[src/common/pld_pkg.sv]
// Constants and types shared by the programmable loop divider.
// Assumes one clock domain and an oscillator pulse already shaped
// to a single-cycle count enable by logic outside this block.
package pld_pkg;

	// Division base with an all-zero preset, and the target output rate.
	localparam int unsigned DIV_BASE     = 297;
	localparam int unsigned OUT_FREQ_KHZ = 100;

	// Input pulses spent reloading and rearming after the terminal pulse.
	localparam int unsigned DEAD_PULSES  = 3;

	// Decade layout: four BCD bits, highest legal digit, bit weights.
	localparam int unsigned DIGIT_W      = 4;
	localparam logic [3:0]  DIGIT_MAX    = 4'h9;
	localparam logic [3:0]  DIGIT_ZERO   = 4'h0;
	localparam int unsigned W1_BIT       = 0;
	localparam int unsigned W2_BIT       = 1;
	localparam int unsigned W8_BIT       = 3;

	// Legal range of the division base for a two-stage hundreds counter.
	localparam int unsigned DIV_BASE_MIN = 104;
	localparam int unsigned DIV_BASE_MAX = 402;

	// Width of the pulse-gap counter used by the checks.
	localparam int unsigned GAP_W        = 9;

	// Two-digit start count taken from the frequency selection digits.
	typedef struct packed {
		logic [3:0] tens;
		logic [3:0] units;
	} pld_preset_t;

	// Counting, then the three dead pulses after the terminal pulse.
	typedef enum logic [1:0] {
		PH_COUNT,
		PH_TERM,
		PH_RELEASE,
		PH_REARM
	} pld_phase_t;

endpackage

[src/core/pld_divider.sv]
// Programmable divide-by-N loop divider, fully synchronous.
// Assumes osc_pulse is one core_clk cycle wide per oscillator period
// and that frequency_selection_digits hold still during a count cycle.
//
// What this block does
// With zero preset the divider divides input pulses by 297.
// Decades load a two-digit start count 00 to 99 from the digits.
// Reset leaves decades zero, stages low, terminal and reload clear.
// Pulses advance the units decade only while counting is gated on.
// Units decade carries into tens and exposes its weight-1, weight-2.
// Units bits reach the terminal flop only through the qualify gate.
// Tens decade clocks the first stage, feeds weight-1, weight-8 bits.
// Tens bits are ignored until the second stage sets at 200.
// First stage toggles only on a falling tens weight-8 bit.
// Tens rollover at 100 toggles the first stage.
// First stage falling toggles second stage, enabling qualify gate.
// The 294th pulse stops counting, sets reload flops, reloads preset.
// Rising reload flop b output makes the sampling pulse.
// Three dead pulses restart counting, spacing samples 297 minus preset apart.
// Nonzero preset keeps terminal 297, dividing by 297 minus preset.
// Each shaped pulse is a single-cycle enable, no ripple clocks.
// Controller keeps the preset digits stable between reloads.
module pld_divider #(
	parameter int unsigned DIVIDE_BASE = pld_pkg::DIV_BASE
) (
	input  wire logic                 core_clk,
	input  wire logic                 rst_n,
	input  wire logic                 clk_en,
	input  wire logic                 osc_pulse,
	input  wire pld_pkg::pld_preset_t frequency_selection_digits,
	output logic                      sample_pulse,
	output logic                      divider_output_point
);

	// Terminal sense count: the last pulse before the terminal one.
	localparam int unsigned SENSE = DIVIDE_BASE - pld_pkg::DEAD_PULSES - 1;
	localparam logic [3:0] SENSE_UNITS = 4'(SENSE % 10);
	localparam logic [3:0] SENSE_TENS  = 4'((SENSE / 10) % 10);
	localparam logic [1:0] SENSE_HUND  = 2'(SENSE / 100);

	// Refuse a base whose sense count the two binary stages cannot hold.
	if (DIVIDE_BASE < pld_pkg::DIV_BASE_MIN ||
	    DIVIDE_BASE > pld_pkg::DIV_BASE_MAX)
		$error("pld_divider: DIVIDE_BASE out of range");

	// Increment a BCD digit; anything at or above nine wraps to zero.
	function automatic logic [3:0] bcd_inc(input logic [3:0] d);
		return (d >= pld_pkg::DIGIT_MAX) ? pld_pkg::DIGIT_ZERO : d + 4'h1;
	endfunction

	// Numeric value of a two-digit preset.
	function automatic logic [8:0] bcd_value(input pld_pkg::pld_preset_t p);
		return 9'(p.tens) * 9'd10 + 9'(p.units);
	endfunction

	logic [3:0]          units_decade;
	logic [3:0]          tens_decade;
	logic                first_binary_stage;
	logic                second_binary_stage;
	logic                terminal_flop;
	logic                reload_flop_a;
	logic                reload_flop_b;
	pld_pkg::pld_phase_t phase;

	// Every shaped pulse is a plain enable in the core_clk domain.
	wire step          = clk_en & osc_pulse;
	wire count_gate    = (phase == pld_pkg::PH_COUNT);
	wire counted       = step & count_gate;
	wire units_carry   = counted & (units_decade >= pld_pkg::DIGIT_MAX);
	wire [3:0] next_tens = units_carry ? bcd_inc(tens_decade) : tens_decade;
	// Only a falling weight-8 bit clocks the first stage, as a rollover does.
	wire w8_fall       = tens_decade[pld_pkg::W8_BIT] &
	                     ~next_tens[pld_pkg::W8_BIT];
	wire first_fall    = w8_fall & first_binary_stage;
	// Qualify gate sees the tens bits only once the hundreds stages match.
	wire terminal_qualify_gate = ({second_binary_stage, first_binary_stage}
	                     == SENSE_HUND) & (tens_decade == SENSE_TENS);
	// Units bits reach the terminal flop only through the qualify gate.
	wire terminal_j    = terminal_qualify_gate &
	                     (units_decade == SENSE_UNITS);
	wire terminal_event = counted & terminal_j;

	// Phase steps once per pulse: terminal, then three dead pulses.
	pld_pkg::pld_phase_t next_phase;
	always_comb
	begin
		next_phase = phase;
		if (step)
		begin
			unique case (phase)
				pld_pkg::PH_COUNT:   if (terminal_j) next_phase = pld_pkg::PH_TERM;
				pld_pkg::PH_TERM:    next_phase = pld_pkg::PH_RELEASE;
				pld_pkg::PH_RELEASE: next_phase = pld_pkg::PH_REARM;
				pld_pkg::PH_REARM:   next_phase = pld_pkg::PH_COUNT;
			endcase
		end
	end

	// Decades and binary stages; the terminal pulse reloads the preset.
	always_ff @(posedge core_clk or negedge rst_n)
	begin
		if (!rst_n)
		begin
			units_decade        <= 4'h0;
			tens_decade         <= 4'h0;
			first_binary_stage  <= 1'b0;
			second_binary_stage <= 1'b0;
		end
		else if (terminal_event)
		begin
			units_decade        <= frequency_selection_digits.units;
			tens_decade         <= frequency_selection_digits.tens;
			first_binary_stage  <= 1'b0;
			second_binary_stage <= 1'b0;
		end
		else if (counted)
		begin
			units_decade <= bcd_inc(units_decade);
			tens_decade  <= next_tens;
			if (w8_fall)
				first_binary_stage <= ~first_binary_stage;
			if (first_fall)
				second_binary_stage <= ~second_binary_stage;
		end
	end

	// Terminal and reload flops follow the phase; gate is off meanwhile.
	always_ff @(posedge core_clk or negedge rst_n)
	begin
		if (!rst_n)
		begin
			phase         <= pld_pkg::PH_COUNT;
			terminal_flop <= 1'b0;
			reload_flop_a <= 1'b0;
			reload_flop_b <= 1'b0;
		end
		else
		begin
			phase         <= next_phase;
			terminal_flop <= (next_phase == pld_pkg::PH_TERM);
			reload_flop_a <= (next_phase != pld_pkg::PH_COUNT) &&
			                 (next_phase != pld_pkg::PH_REARM);
			reload_flop_b <= (next_phase != pld_pkg::PH_COUNT);
		end
	end

	// Sample pulse marks the rising edge of reload flop b, one cycle long.
	// It is registered so it lines up with divider_output_point rising.
	always_ff @(posedge core_clk or negedge rst_n)
	begin
		if (!rst_n)
		begin
			sample_pulse         <= 1'b0;
			divider_output_point <= 1'b0;
		end
		else
		begin
			sample_pulse <= terminal_event;
			divider_output_point <= (next_phase != pld_pkg::PH_COUNT);
		end
	end

	// Check helpers: pulses seen between terminal events and the preset
	// that was loaded at the last one.
	logic [pld_pkg::GAP_W-1:0] gap;
	logic [8:0]                last_preset;
	logic                      seen_terminal;
	always_ff @(posedge core_clk or negedge rst_n)
	begin
		if (!rst_n)
		begin
			gap           <= '0;
			last_preset   <= '0;
			seen_terminal <= 1'b0;
		end
		else if (terminal_event)
		begin
			gap           <= '0;
			last_preset   <= bcd_value(frequency_selection_digits);
			seen_terminal <= 1'b1;
		end
		else if (step)
			gap <= gap + 9'd1;
	end
endmodule // pld_divider
[config.mk]
export PLATFORM = sky130hd
export DESIGN_NAME = pld_divider
export DESIGN_NICKNAME = d
export VERILOG_FILES = /design/src/common/pld_pkg.sv /design/src/core/pld_divider.sv
export SDC_FILE = /design/constraint.sdc
export NUM_CORES = 1
export LEC_CHECK = 0
export ABC_AREA = 1
export BUFFER_PORTS_ARGS = -buffer_cell sky130_fd_sc_hd__buf_4
export CAP_MARGIN = 20
export CORE_ASPECT_RATIO = 0.75
export CORE_MARGIN = 2
export CORE_UTILIZATION = 42
export CTS_CLUSTER_DIAMETER = 200
export CTS_CLUSTER_SIZE = 28
export DETAILED_ROUTE_END_ITERATION = 8
export GPL_TIMING_DRIVEN = 1
export SKIP_LAST_GASP = 1
export SYNTH_ARGS = -nofsm -noshare
export SYNTH_HDL_FRONTEND = slang
export SYNTH_SLANG_ARGS = --single-unit
[constraint.sdc]
create_clock -name core_clk -period 1.25 [get_ports core_clk]
set_input_delay 0.0625 -clock core_clk [delete_from_list [all_inputs] [get_ports core_clk]]
set_output_delay 0.0625 -clock core_clk [all_outputs]
set_load 0.005 [all_outputs]
=== After elaboration in Yosys (flattened, before gate mapping) ===
Index checks and enable logic that the tools add are counted.
Widths: inputs -> output; s select.

* Output and inout port bits: 2
* Input bits: 12
* Flip-flop bits (word level): 14
* Word-level logic and storage cells: 54

* Add/sub/neg operators: 2
* Order comparisons: 2
* Multiplexer cells: 16
* Reductions and logical operators: 9
* Bitwise gates (word level): 11
* Eq/ne operators: 6

{| class="wikitable"
|+ Operators by type and width
! cell !! number
|-
| $mux 4 || 7
|-
| $reduce_bool 2->1 || 5
|-
| $add 4x1->4 const B || 2
|-
| $and 1x1->1 || 8
|-
| $ge 4x4->1 const B || 2
|-
| $pmux 2 s4 || 1
|-
| $eq 2x2->1 const B || 3
|-
| $mux 1 || 6
|-
| $reduce_and 2->1 || 3
|-
| $eq 4x2->1 const B || 1
|-
| $eq 4x4->1 const B || 1
|-
| $mux 2 || 2
|-
| $not 1->1 || 3
|-
| $eq 2x1->1 const B || 1
|-
| $logic_not 2->1 || 1
|}

=== Logic depth before layout (Yosys ltp) ===
Gate-level depths: netlist of the first run.

* Word-level depth: 10
* Mapped depth: 10
* Gate-level depth less buffers: 10

=== Worst setup path after synthesis of the first run ===
OpenSTA, ideal clock, no wires.

* Path kind: register to register
* Start point: reg phase[0]
* End point: reg first_binary_stage
* Required time: 1.133 ns
* Setup time: 0.117 ns
* Data arrival time: 1.216 ns
* Setup slack: -0.084 ns
* Clock period less this slack: 1.334 ns
* Cell stages (with the launch flop): 10
* Path through: dfrtp_1 inv_1 ha_1 inv_1 nor2_4 nand3_2 nand2_4 nand2_2 nand2_1 o21ai_2

* Cells in the longest elaborated chain, start to end: 8
* Elaborated cells on any way between the ends: 11

{| class="wikitable"
|+ Ends and longest elaborated chain
! item !! line !! text
|-
| start, declared || pld_divider.sv:63 || <nowiki>pld_pkg::pld_phase_t phase;</nowiki>
|-
| start signal, assigned || pld_divider.sv:132 || <nowiki>phase <= pld_pkg::PH_COUNT;</nowiki>
|-
| start signal, assigned || pld_divider.sv:139 || <nowiki>phase <= next_phase;</nowiki>
|-
| $logic_not 2->1 (*) || pld_divider.sv:67 || <nowiki>wire count_gate = (phase == pld_pkg::PH_COUNT);</nowiki>
|-
| $and 1x1->1 (*) || pld_divider.sv:68 || <nowiki>wire counted = step & count_gate;</nowiki>
|-
| $and 1x1->1 || pld_divider.sv:69 || <nowiki>wire units_carry = counted & (units_decade >= pld_pkg::DIGIT_MAX);</nowiki>
|-
| $mux 4 || pld_divider.sv:70 || <nowiki>wire [3:0] next_tens = units_carry ? bcd_inc(tens_decade) : tens_decade;</nowiki>
|-
| $not 1->1 || pld_divider.sv:73 || <nowiki>~next_tens[pld_pkg::W8_BIT];</nowiki>
|-
| $and 1x1->1 || pld_divider.sv:72 || <nowiki>wire w8_fall = tens_decade[pld_pkg::W8_BIT] &</nowiki>
|-
| $reduce_bool 2->1 (no line) || -- ||
|-
| $reduce_and 2->1 (no line) || -- ||
|-
| end signal, assigned || pld_divider.sv:121 || <nowiki>first_binary_stage <= ~first_binary_stage;</nowiki>
|-
| end, declared || pld_divider.sv:58 || <nowiki>logic first_binary_stage;</nowiki>
|}

Every way passes the cells marked *; elsewhere a longest branch is shown, timed or not. The select of a mux whose other input is x is not followed.
A chain may end at the register's enable or synchronous reset.

=== Final worst setup path of the first run ===
* Start point: reg phase[1]
* End point: reg tens_decade[3]

* Cells in the longest elaborated chain, start to end: 6
* Elaborated cells on any way between the ends: 8

{| class="wikitable"
|+ Ends and longest elaborated chain
! item !! line !! text
|-
| $logic_not 2->1 (*) || pld_divider.sv:67 ||
|-
| $and 1x1->1 (*) || pld_divider.sv:68 ||
|-
| $and 1x1->1 || pld_divider.sv:69 ||
|-
| $mux 4 || pld_divider.sv:70 ||
|-
| $mux 4 || pld_divider.sv:116 || <nowiki>else if (counted)</nowiki>
|-
| $mux 4 || pld_divider.sv:109 || <nowiki>else if (terminal_event)</nowiki>
|-
| end signal, assigned || pld_divider.sv:112 || <nowiki>tens_decade <= frequency_selection_digits.tens;</nowiki>
|-
| end signal, assigned || pld_divider.sv:119 || <nowiki>tens_decade <= next_tens;</nowiki>
|-
| end, declared || pld_divider.sv:57 || <nowiki>logic [3:0] tens_decade;</nowiki>
|}

Marks and branches as above.

==> results of run 1 <==
## worst max-delay path, delay by kind of cell (launching register included)
family                     cells  cell delay, ns
adders and majority gates      1            0.12
buffers and inverters          2            0.13
DFF                            1            0.40
and+or+nand+nor                6            0.67
## area by class of cell
cell class	instances	area [sq um]
tap	25	31.3
clock buffer	4	36.3
inverter	24	92.6
fill	201	779
timing repair buffer	41	328
sequential	14	352
multi-input combinational	85	633
## cell families after synthesis
family	share of synthesized area [%]
AO/OA/AOI/OAI	5.15
XOR/XNOR	0.901
adder cells (fa/ha/maj)	11.6
buffers and inverters	9.78
flip-flops	36.0
AND/OR/NAND/NOR	36.6
## flip-flops by register name (all words and copies together) (netlist names)
register and flops:
second_binary_stage 1, first_binary_stage 1, units_decade 4, sample_pulse 1
divider_output_point 1, phase 2, tens_decade 4
## layout by cell type (no fill, tap or decap), types with 4 or more instances in the layout
master   Yosys  layout
inv_2        5      10
nand2_2      3      11
dfrtp_1     14      13
nand2_1     31      21
nand3_1     15      12
buf_6        0       4
nand4_1      8       8
ha_1         9       6
buf_4        0      35
inv_1       19      13
## metrics by stage
stage               total power, uW  hold slack [ns]  worst slack, ns  instances  setup TNS [ns]
floorplan                      1500           -0.233          -0.0298        124          -0.132
global placement               1980          -0.0725           -0.131        180           -1.02
detailed placement             2030          -0.0744           -0.186        180           -1.68
CTS                            2510          0.00318           -0.148        188           -1.25
global route                   2890           0.0154           -0.215        193           -2.33
finish                         2670           0.0139           -0.162        193           -1.36
## power groups by stage
stage / registers [uW] / clock network, uW / logic, uW
floorplan: 751 / 0 / 749
global placement: 749 / 0 / 1230
detailed placement: 761 / 0 / 1270
CTS: 763 / 351 / 1400
global route: 788 / 374 / 1730
finish: 771 / 343 / 1560
## path summary, 6_finish.rpt
path | from | end | slack [ns] | depth (start not counted)
max | phase[1]$_DFF_PN0_ | tens_decade[3]$_DFFE_PN0P_ | -0.16 | 9
min | frequency_selection_digits[0] | units_decade[0]$_DFFE_PN0P_ | 0.01 | 3
max reg2reg | phase[1]$_DFF_PN0_ | tens_decade[3]$_DFFE_PN0P_ | -0.16 | 9
min reg2reg | first_binary_stage$_DFFE_PN0P_ | first_binary_stage$_DFFE_PN0P_ | 0.50 | 2
max in group asynchronous | rst_n | tens_decade[0]$_DFFE_PN0P_ | 0.90 | 2
min in group asynchronous | rst_n | units_decade[3]$_DFFE_PN0P_ | 0.16 | 2
## metal layers
layer / up-vias / track usage (%) / part of all wire [%]
li1: 495 / - / -
met1: 465 / 22.7 / 44
met2: 15 / 34.9 / 52
met3: 2 / 5.40 / 3.3
met4: 0 / 4.00 / 0.50
met5: - / 0 / 0
## timing repair
| item | 4_1_cts | 5_1_grt |
|---|---|---|
| buffers inserted | 3 | 4 |
| endpoints found under the hold margin | 14 | 1 |
| hold buffers | 1 | 1 |
| cloned | 0 | 0 |
| pin swaps | 9 | 8 |
| endpoints found under the setup margin | 13 | 13 |
| gates resized for setup | 14 | 19 |
==> results_dict.tcl, run 1 <==
set metrics [dict create \
    status "complete, but fails checks" \
    violations "setup timing" \
    first_global_vias 894 \
    vias 977 \
    required_ns 1.44 \
    die_h_um 45.7 \
    p_leak_uw 0.000745 \
    cts_buffer_depth 2 \
    max_freq_mhz 708 \
    switchingPower_uw 1150 \
    detail-route-antenna-nets 0 \
    cts_num_sinks 14 \
    critPathLaunchType "flop" \
    die_w_um 59.6 \
    dp_hpwl_mm 1.84 \
    pwr-share-clk_pct 12.8 \
    period_minus_slack_ns 1.41 \
    cts_buffers 3 \
    ys.flop_type "dfrtp_1" \
    drtIter0Drc 12 \
    cpMostUsedCell "nand2_4" \
    hold_viol 0 \
    synthArstFlopShare_pct 100 \
    power.density_mw_per_mm2 1810 \
    yosysSeqAreaShare_pct 36.0 \
    rsz0062_at_grt "true" \
    core_sq_mm 0.00225 \
    fin_worst_skew_ns 0.00281 \
    synth_top_area_share_pct 36.0 \
    netlist-cell-type-count 21 \
    drv_cap 0 \
    synth_edf_count 0 \
    routed_via_density 5.06 \
    yosysWarnings 0 \
    sw_frac_of_total_pct 43.0 \
    area_growth_pct 51.5 \
    routedWlPerCell_um 13.4 \
    worstPathCellList "inv_2, ha_4, inv_2, nor2_4, nand3_4, nand2_4, nand2_4, nand2_4, nand2_2" \
    antenna_found_initial 0 \
    slowest_delay_ns 0.40 \
    gp_congestion 0.808 \
    p_seq_share_pct 28.9 \
    avgSynthCellArea_sq_um 7.84 \
    end_kind "flop" \
    path_clk_slew_ns 0.10 \
    worst-setup-path-type "flop to flop" \
    post-route-util_pct 65.4 \
    antenna_cells 0 \
    drc_errors 0 \
    grt_use_total_pct 19.2 \
    grt_max_degree 15 \
    grt_pass1_wl_mm 3.75 \
    tightest_slew_ns 0.259 \
    setup_violations 12 \
    core.rowCount 15 \
    initial_core_util_pct 43.2 \
    stdcell_area_sq_mm 0.00147 \
    vdd_drop_max_uv 887 \
    intPower_uw 1520 \
    root_buffer "clkbuf_4" \
    place_area_sq_mm 0.00126 \
    ios 14 \
    cp_data_arrival_time_ns 1.60 \
    min_period_over_period_pct 113 \
    pwr-share-comb_pct 58.3 \
    slew_headroom_pct 82.7 \
    syn_area_sq_um 972 \
    finalWorstSetupSlack_ns -0.162 \
    ys_top_cells_by_area "dfrtp_1 (36%), nand2_1 (12%), ha_1 (12%), nand3_1 (7.7%), inv_1 (7.3%)" \
    cp_slowest_cell "dfrtp_1" \
    synthTopCellsByCount "nand2_1 (31), inv_1 (19), nand3_1 (15)" \
    grt-ovfl-total 0 \
    hold_class "input port to flop" \
    final_nets 190 \
    cts_tree "built" \
    first_pass_iters 4 \
    yosys.cell_count.top_type "nand2_1" \
    slew_violations 0 \
    io_buffers 13 \
    clock_latency_ns 0.28 \
    syn_nets 145 \
    cts_max_level 1 \
    ys_seq_elements 14 \
    drive_gt1_share_pct 50.6 \
    dieArea_sq_mm 0.00272 \
    critical_path.max_fanout 4 \
    synthCells 124 \
    finalWirelength_mm 2.60 \
    yosysTopAreaCell "dfrtp_1" \
]
Power figures use the tool's default switching activity.
==> run 2: changes to the inputs <==
--- a/config.mk
+++ b/config.mk
@@ -15,7 +15,6 @@
 export CTS_CLUSTER_SIZE = 28
 export DETAILED_ROUTE_END_ITERATION = 8
 export GPL_TIMING_DRIVEN = 1
-export SKIP_LAST_GASP = 1
 export SYNTH_ARGS = -nofsm -noshare
 export SYNTH_HDL_FRONTEND = slang
 export SYNTH_SLANG_ARGS = --single-unit
==> constraint.sdc (replaced) <==
create_clock -name core_clk -period 1.37 [get_ports core_clk]
set_input_delay 0.0685 -clock core_clk [delete_from_list [all_inputs] [get_ports core_clk]]
set_output_delay 0.0685 -clock core_clk [all_outputs]
set_load 0.005 [all_outputs]
==> run 2 against run 1 <==
Effect of this change: the run still ends with setup timing left; first-iteration DRC count up 67%; clock-buffer cell count stayed put; die area is the same; hold slack improved by 0.0061 ns.
==> results_dict.tcl, run 2 (synthesized netlist as in run 1, its figures left out) <==
set metrics [dict create \
    status "complete, but fails checks" \
    violations "setup timing" \
    drc_errors 0 \
    vias 922 \
    seq_area_sq_um 350 \
    cp_data_arrival_time_ns 1.56 \
    drive_gt1_share_pct 46.6 \
    drv_cap 0 \
    most-common-layout-cells "buf_4 (31), nand2_1 (23), dfrtp_1 (14)" \
    gp_congestion 0.762 \
    critical_path.max_fanout 4 \
    power.density_mw_per_mm2 1650 \
    routedWlPerCell_um 12.7 \
    root_buffer "clkbuf_4" \
    critPathLaunchType "flop" \
    sw_frac_of_total_pct 43.7 \
    antenna_found_initial 0 \
    cts_max_level 1 \
    multi_input_area_sq_um 631 \
    period_minus_slack_ns 1.38 \
    detail-route-antenna-nets 0 \
    cts_buffers 3 \
    core.rowCount 15 \
    end_kind "flop" \
    stdcell_area_sq_mm 0.00141 \
    finalWirelength_mm 2.36 \
    path_clk_slew_ns 0.08 \
    cts_tree "built" \
    required_ns 1.55 \
    tightest_slew_ns 0.318 \
    grt-ovfl-total 0 \
    grt_max_degree 15 \
    dpl.cell_count 172 \
    intPower_uw 1310 \
    slew_violations 0 \
    antenna_cells 0 \
    met1_length_mm 1.09 \
    min_period_over_period_pct 100 \
    pwr-share-comb_pct 55.9 \
    stdcell_count 186 \
    pwr-share-clk_pct 13.5 \
    die_w_um 59.6 \
    finalWorstSetupSlack_ns -0.00554 \
    routed_via_density 4.96 \
    wl_met2_mm 1.17 \
    grt_use_total_pct 18.8 \
    max_freq_mhz 727 \
    drtIter0Drc 20 \
    hold_viol 0 \
    routed.top_layer "met4" \
    first_pass_iters 4 \
    cts_num_sinks 14 \
    fillers 188 \
    place_area_sq_mm 0.00118 \
    setup_violations 3 \
    p_seq_share_pct 30.5 \
    core_sq_mm 0.00225 \
    area_growth_pct 44.5 \
    dieArea_sq_mm 0.00272 \
    rsz0062_at_grt "true" \
    dp_hpwl_mm 1.67 \
    clock_latency_ns 0.30 \
    worst-setup-path-type "flop to flop" \
    reg_top3 "tens_decade x4, units_decade x4, phase x2" \
    p_leak_uw 0.000727 \
    slew_headroom_pct 78.8 \
    ios 14 \
    grt_pass1_wl_mm 3.73 \
    hold_class "input port to flop" \
    vdd_drop_max_uv 998 \
    io_buffers 13 \
    final_nets 183 \
    cts_buffer_depth 2 \
    dr_wl_met3_um 79 \
    fin_worst_skew_ns 0.0143 \
    switchingPower_uw 1020 \
    die_h_um 45.7 \
    final_common_cell "buf_4" \
    dp_slack_ns -0.0614 \
    first_global_vias 864 \
    initial_core_util_pct 43.2 \
    post-route-util_pct 62.4 \
]
-- run 2: changes by cell type in the layout (fill, tap and decap cells not counted), sizes merged --
cell  before  now
buf       39   32
-- run 2: worst max-delay path, cell delays in order (launching register included) --
cell and delay (ns):
dfrtp_1 0.38, inv_2 0.09, ha_4 0.13, inv_2 0.04, nor2_4 0.20, nand3_4 0.13, nand2_4 0.13, nand3_2 0.06
nand2_1 0.05, nand2_1 0.05
-- run 2: path summary, 6_finish.rpt --
kind,start,end,slack (ns),cells after the start
max in group asynchronous,rst_n,units_decade[0]$_DFFE_PN0P_,1.03,2
max reg2reg,phase[0]$_DFF_PN0_,second_binary_stage$_DFFE_PN0P_,-0.006,9
min,frequency_selection_digits[0],units_decade[0]$_DFFE_PN0P_,0.02,3
max,phase[0]$_DFF_PN0_,second_binary_stage$_DFFE_PN0P_,-0.006,9
min reg2reg,second_binary_stage$_DFFE_PN0P_,second_binary_stage$_DFFE_PN0P_,0.52,2
min in group asynchronous,rst_n,units_decade[3]$_DFFE_PN0P_,0.15,2
-- run 2: routing by layer --
| metal | vias to the layer above | track usage [%] |
|---|---|---|
| li1 | 474 | - |
| met1 | 427 | 24.1 |
| met2 | 16 | 30.8 |
| met3 | 5 | 6.25 |
| met4 | 0 | 4.89 |
| met5 | - | 0 |
-- run 2: layout make-up --
class	instances	area share [%]
multi-input combinational	85	44.9
sequential	14	24.9
timing repair buffer	34	18.8
inverter	24	6.59
clock buffer	4	2.58
tap	25	2.23
-- run 2: power groups by stage --
stage	Combinational [uW]	Clock (uW)	Sequential [uW]
after detailed placement	966	0	692
final	1300	314	710
after global routing	1460	347	727
after floorplan	614	0	682
after CTS	1060	319	694
after global placement	950	0	684
-- run 2: what timing repair did --
item,4_1_cts,5_1_grt
pin swaps,2,12
hold buffers,2,0
endpoints found under the setup margin,10,12
gates resized for setup,8,24
buffers inserted,4,4
endpoints found under the hold margin,15,0
-- run 2: stage by stage --
step	TNS [ns]	total power [uW]	hold slack, ns
after floorplan	0	1300	-0.227
after global placement	-0.0710	1630	-0.0617
after detailed placement	-0.349	1660	-0.0656
after CTS	0	2070	0.0189
after global routing	-0.731	2530	0.00885
final	-0.0133	2320	0.0200
==> run 3: changes to the inputs <==
--- a/config.mk
+++ b/config.mk
@@ -15,6 +15,7 @@
 export CTS_CLUSTER_SIZE = 28
 export DETAILED_ROUTE_END_ITERATION = 8
 export GPL_TIMING_DRIVEN = 1
+export SKIP_LAST_GASP = 1
 export SYNTH_ARGS = -nofsm -noshare
 export SYNTH_HDL_FRONTEND = slang
 export SYNTH_SLANG_ARGS = --single-unit
==> run 3 against run 2 <==
Effect of this change: the run still ends with setup timing left; first-iteration DRC count is 30% higher; clock power hardly changed; final cell count stayed put; power is 0.70% lower; sequential share of layout area is 0.13 points higher; via count is 2.6% higher; sequential power is 0.6% lower; hold slack hardly changed; largest cell class unchanged.
==> results_dict.tcl, run 3 (synthesized netlist as in run 1, its figures left out) <==
set metrics [dict create \
    end_kind "flop" \
    detail-route-antenna-nets 0 \
    slowest_delay_ns 0.38 \
    first_global_vias 864 \
    cp_slowest_cell "dfrtp_1" \
    period_minus_slack_ns 1.38 \
    rsz0062_at_grt "true" \
    most-common-layout-cells "buf_4 (31), nand2_1 (23), inv_1 (14), dfrtp_1 (14), nand3_1 (11)" \
    slew_violations 0 \
    path_buf_inv 2 \
    critical_path.max_fanout 4 \
    die_w_um 59.6 \
    antenna_cells 0 \
    cts_buffers 3 \
    crit_family "simple AND/OR/NAND/NOR gates" \
    clock_latency_ns 0.30 \
    drc_errors 0 \
    final_common_cell "buf_4" \
    finalWirelength_mm 2.37 \
    cts_num_sinks 14 \
    slew_headroom_pct 79.9 \
    first_pass_iters 4 \
    reg_top3 "tens_decade x4, units_decade x4, phase x2" \
    whs_path_depth 3 \
    dp_slack_ns -0.0614 \
    ios 14 \
    drtIter0Drc 26 \
    hp-start "frequency_selection_digits[0]" \
    reg2reg_depth 9 \
    critPathLaunchType "flop" \
    tightest_slew_ns 0.301 \
    io_buffers 13 \
    fin_worst_skew_ns 0.0152 \
    grt_max_degree 15 \
    violations "setup timing" \
    die_h_um 45.7 \
    area_growth_pct 43.8 \
    max_freq_mhz 725 \
    drv_cap 0 \
    cts_max_level 1 \
    crit_cells 9 \
    hold_viol 0 \
    min_period_over_period_pct 101 \
    cts_buffer_depth 2 \
    required_ns 1.57 \
    drive_gt1_share_pct 45.3 \
    r2r_setup_slack_ns -0.009 \
    worst-setup-path-type "flop to flop" \
    power.density_mw_per_mm2 1650 \
    status "complete, but fails checks" \
    reg2reg_from "phase[0]$_DFF_PN0_" \
    hold_class "input port to flop" \
    core.rowCount 15 \
    gp_congestion 0.762 \
    setup_violations 3 \
    path_clk_slew_ns 0.10 \
    multi_input_area_sq_um 623 \
    p_total_uw 2310 \
    routed_via_density 5.09 \
    initial_core_util_pct 43.2 \
    worstPathCellList "inv_2, ha_4, inv_2, nor2_4, nand3_4, nand2_4, nand2_4, nand2_2, o21ai_2" \
    vdd_drop_max_uv 994 \
    root_buffer "clkbuf_4" \
    grt_pass1_wl_mm 3.73 \
    routedWlPerCell_um 12.7 \
    seq_area_sq_um 350 \
    p_leak_uw 0.000724 \
    critPathLaunch "phase[0]$_DFF_PN0_" \
    antenna_found_initial 0 \
    finalWorstSetupSlack_ns -0.00919 \
    final_nets 183 \
    dieArea_sq_mm 0.00272 \
    grt_use_total_pct 18.8 \
    dp_hpwl_mm 1.67 \
    cp_data_arrival_time_ns 1.58 \
    fillers 190 \
    vias 946 \
    grt-ovfl-total 0 \
    cts_tree "built" \
    core_sq_mm 0.00225 \
]
run 3: cell counts in the layout (fill, tap and decap cells not counted):
Identical to the previous run, type by type.
run 3: routing by layer:
layer	share of wire (%)	wire (um)	track usage [%]	up-vias
li1	-	-	-	473
met1	45	1070	24.1	445
met2	50	1170	30.8	23
met3	4.3	101	6.25	5
met4	0.89	21	4.89	0
met5	0	0	0	-
run 3: power by group:
part	switching, uW	total, uW	internal, uW
clock	152	314	162
combinational	704	1290	583
sequential	150	706	556
total	1010	2310	1300
run 3: per-stage QoR:
stage | setup TNS, ns | instances | utilization, % | area (sq um) | hold WS [ns]
finish | -0.0199 | 186 | 62.1 | 1400 | 0.0204
global route | -0.807 | 186 | 62.1 | 1400 | 0.00885
CTS | -0.000989 | 182 | 57.3 | 1290 | 0.0189
detailed placement | -0.349 | 172 | 52.3 | 1180 | -0.0656
global placement | -0.0710 | 172 | 52.3 | 1180 | -0.0617
floorplan | 0 | 124 | - | 972 | -0.227
run 3: timing repair:
item,4_1_cts,5_1_grt
hold endpoints to repair,15,0
setup buffers,4,4
resized for setup,7,22
hold buffers,2,0
pin swaps,2,8
setup endpoints to repair,10,12
run 3: final cells by class:
cell class | instances | area share (%)
clock buffers | 4 | 2.60
flip-flops and latches | 14 | 25.1
well taps | 25 | 2.24
multi-input cells | 85 | 44.6
inverters | 24 | 6.62
repair buffers | 34 | 18.9
run 3: final timing paths:
path                                                        end
worst max-delay path             first_binary_stage$_DFFE_PN0P_
worst min-delay path                units_decade[0]$_DFFE_PN0P_
worst max register to register   first_binary_stage$_DFFE_PN0P_
worst min register to register  second_binary_stage$_DFFE_PN0P_
max in group asynchronous           units_decade[0]$_DFFE_PN0P_
min in group asynchronous           units_decade[3]$_DFFE_PN0P_
run 3: tightest hold or removal path, delay by kind of cell:
| family | cells | cell delay (ns) |
|---|---|---|
| simple gates | 1 | 0.04 |
| compound gates | 1 | 0.08 |
| buf+inv | 1 | 0.08 |
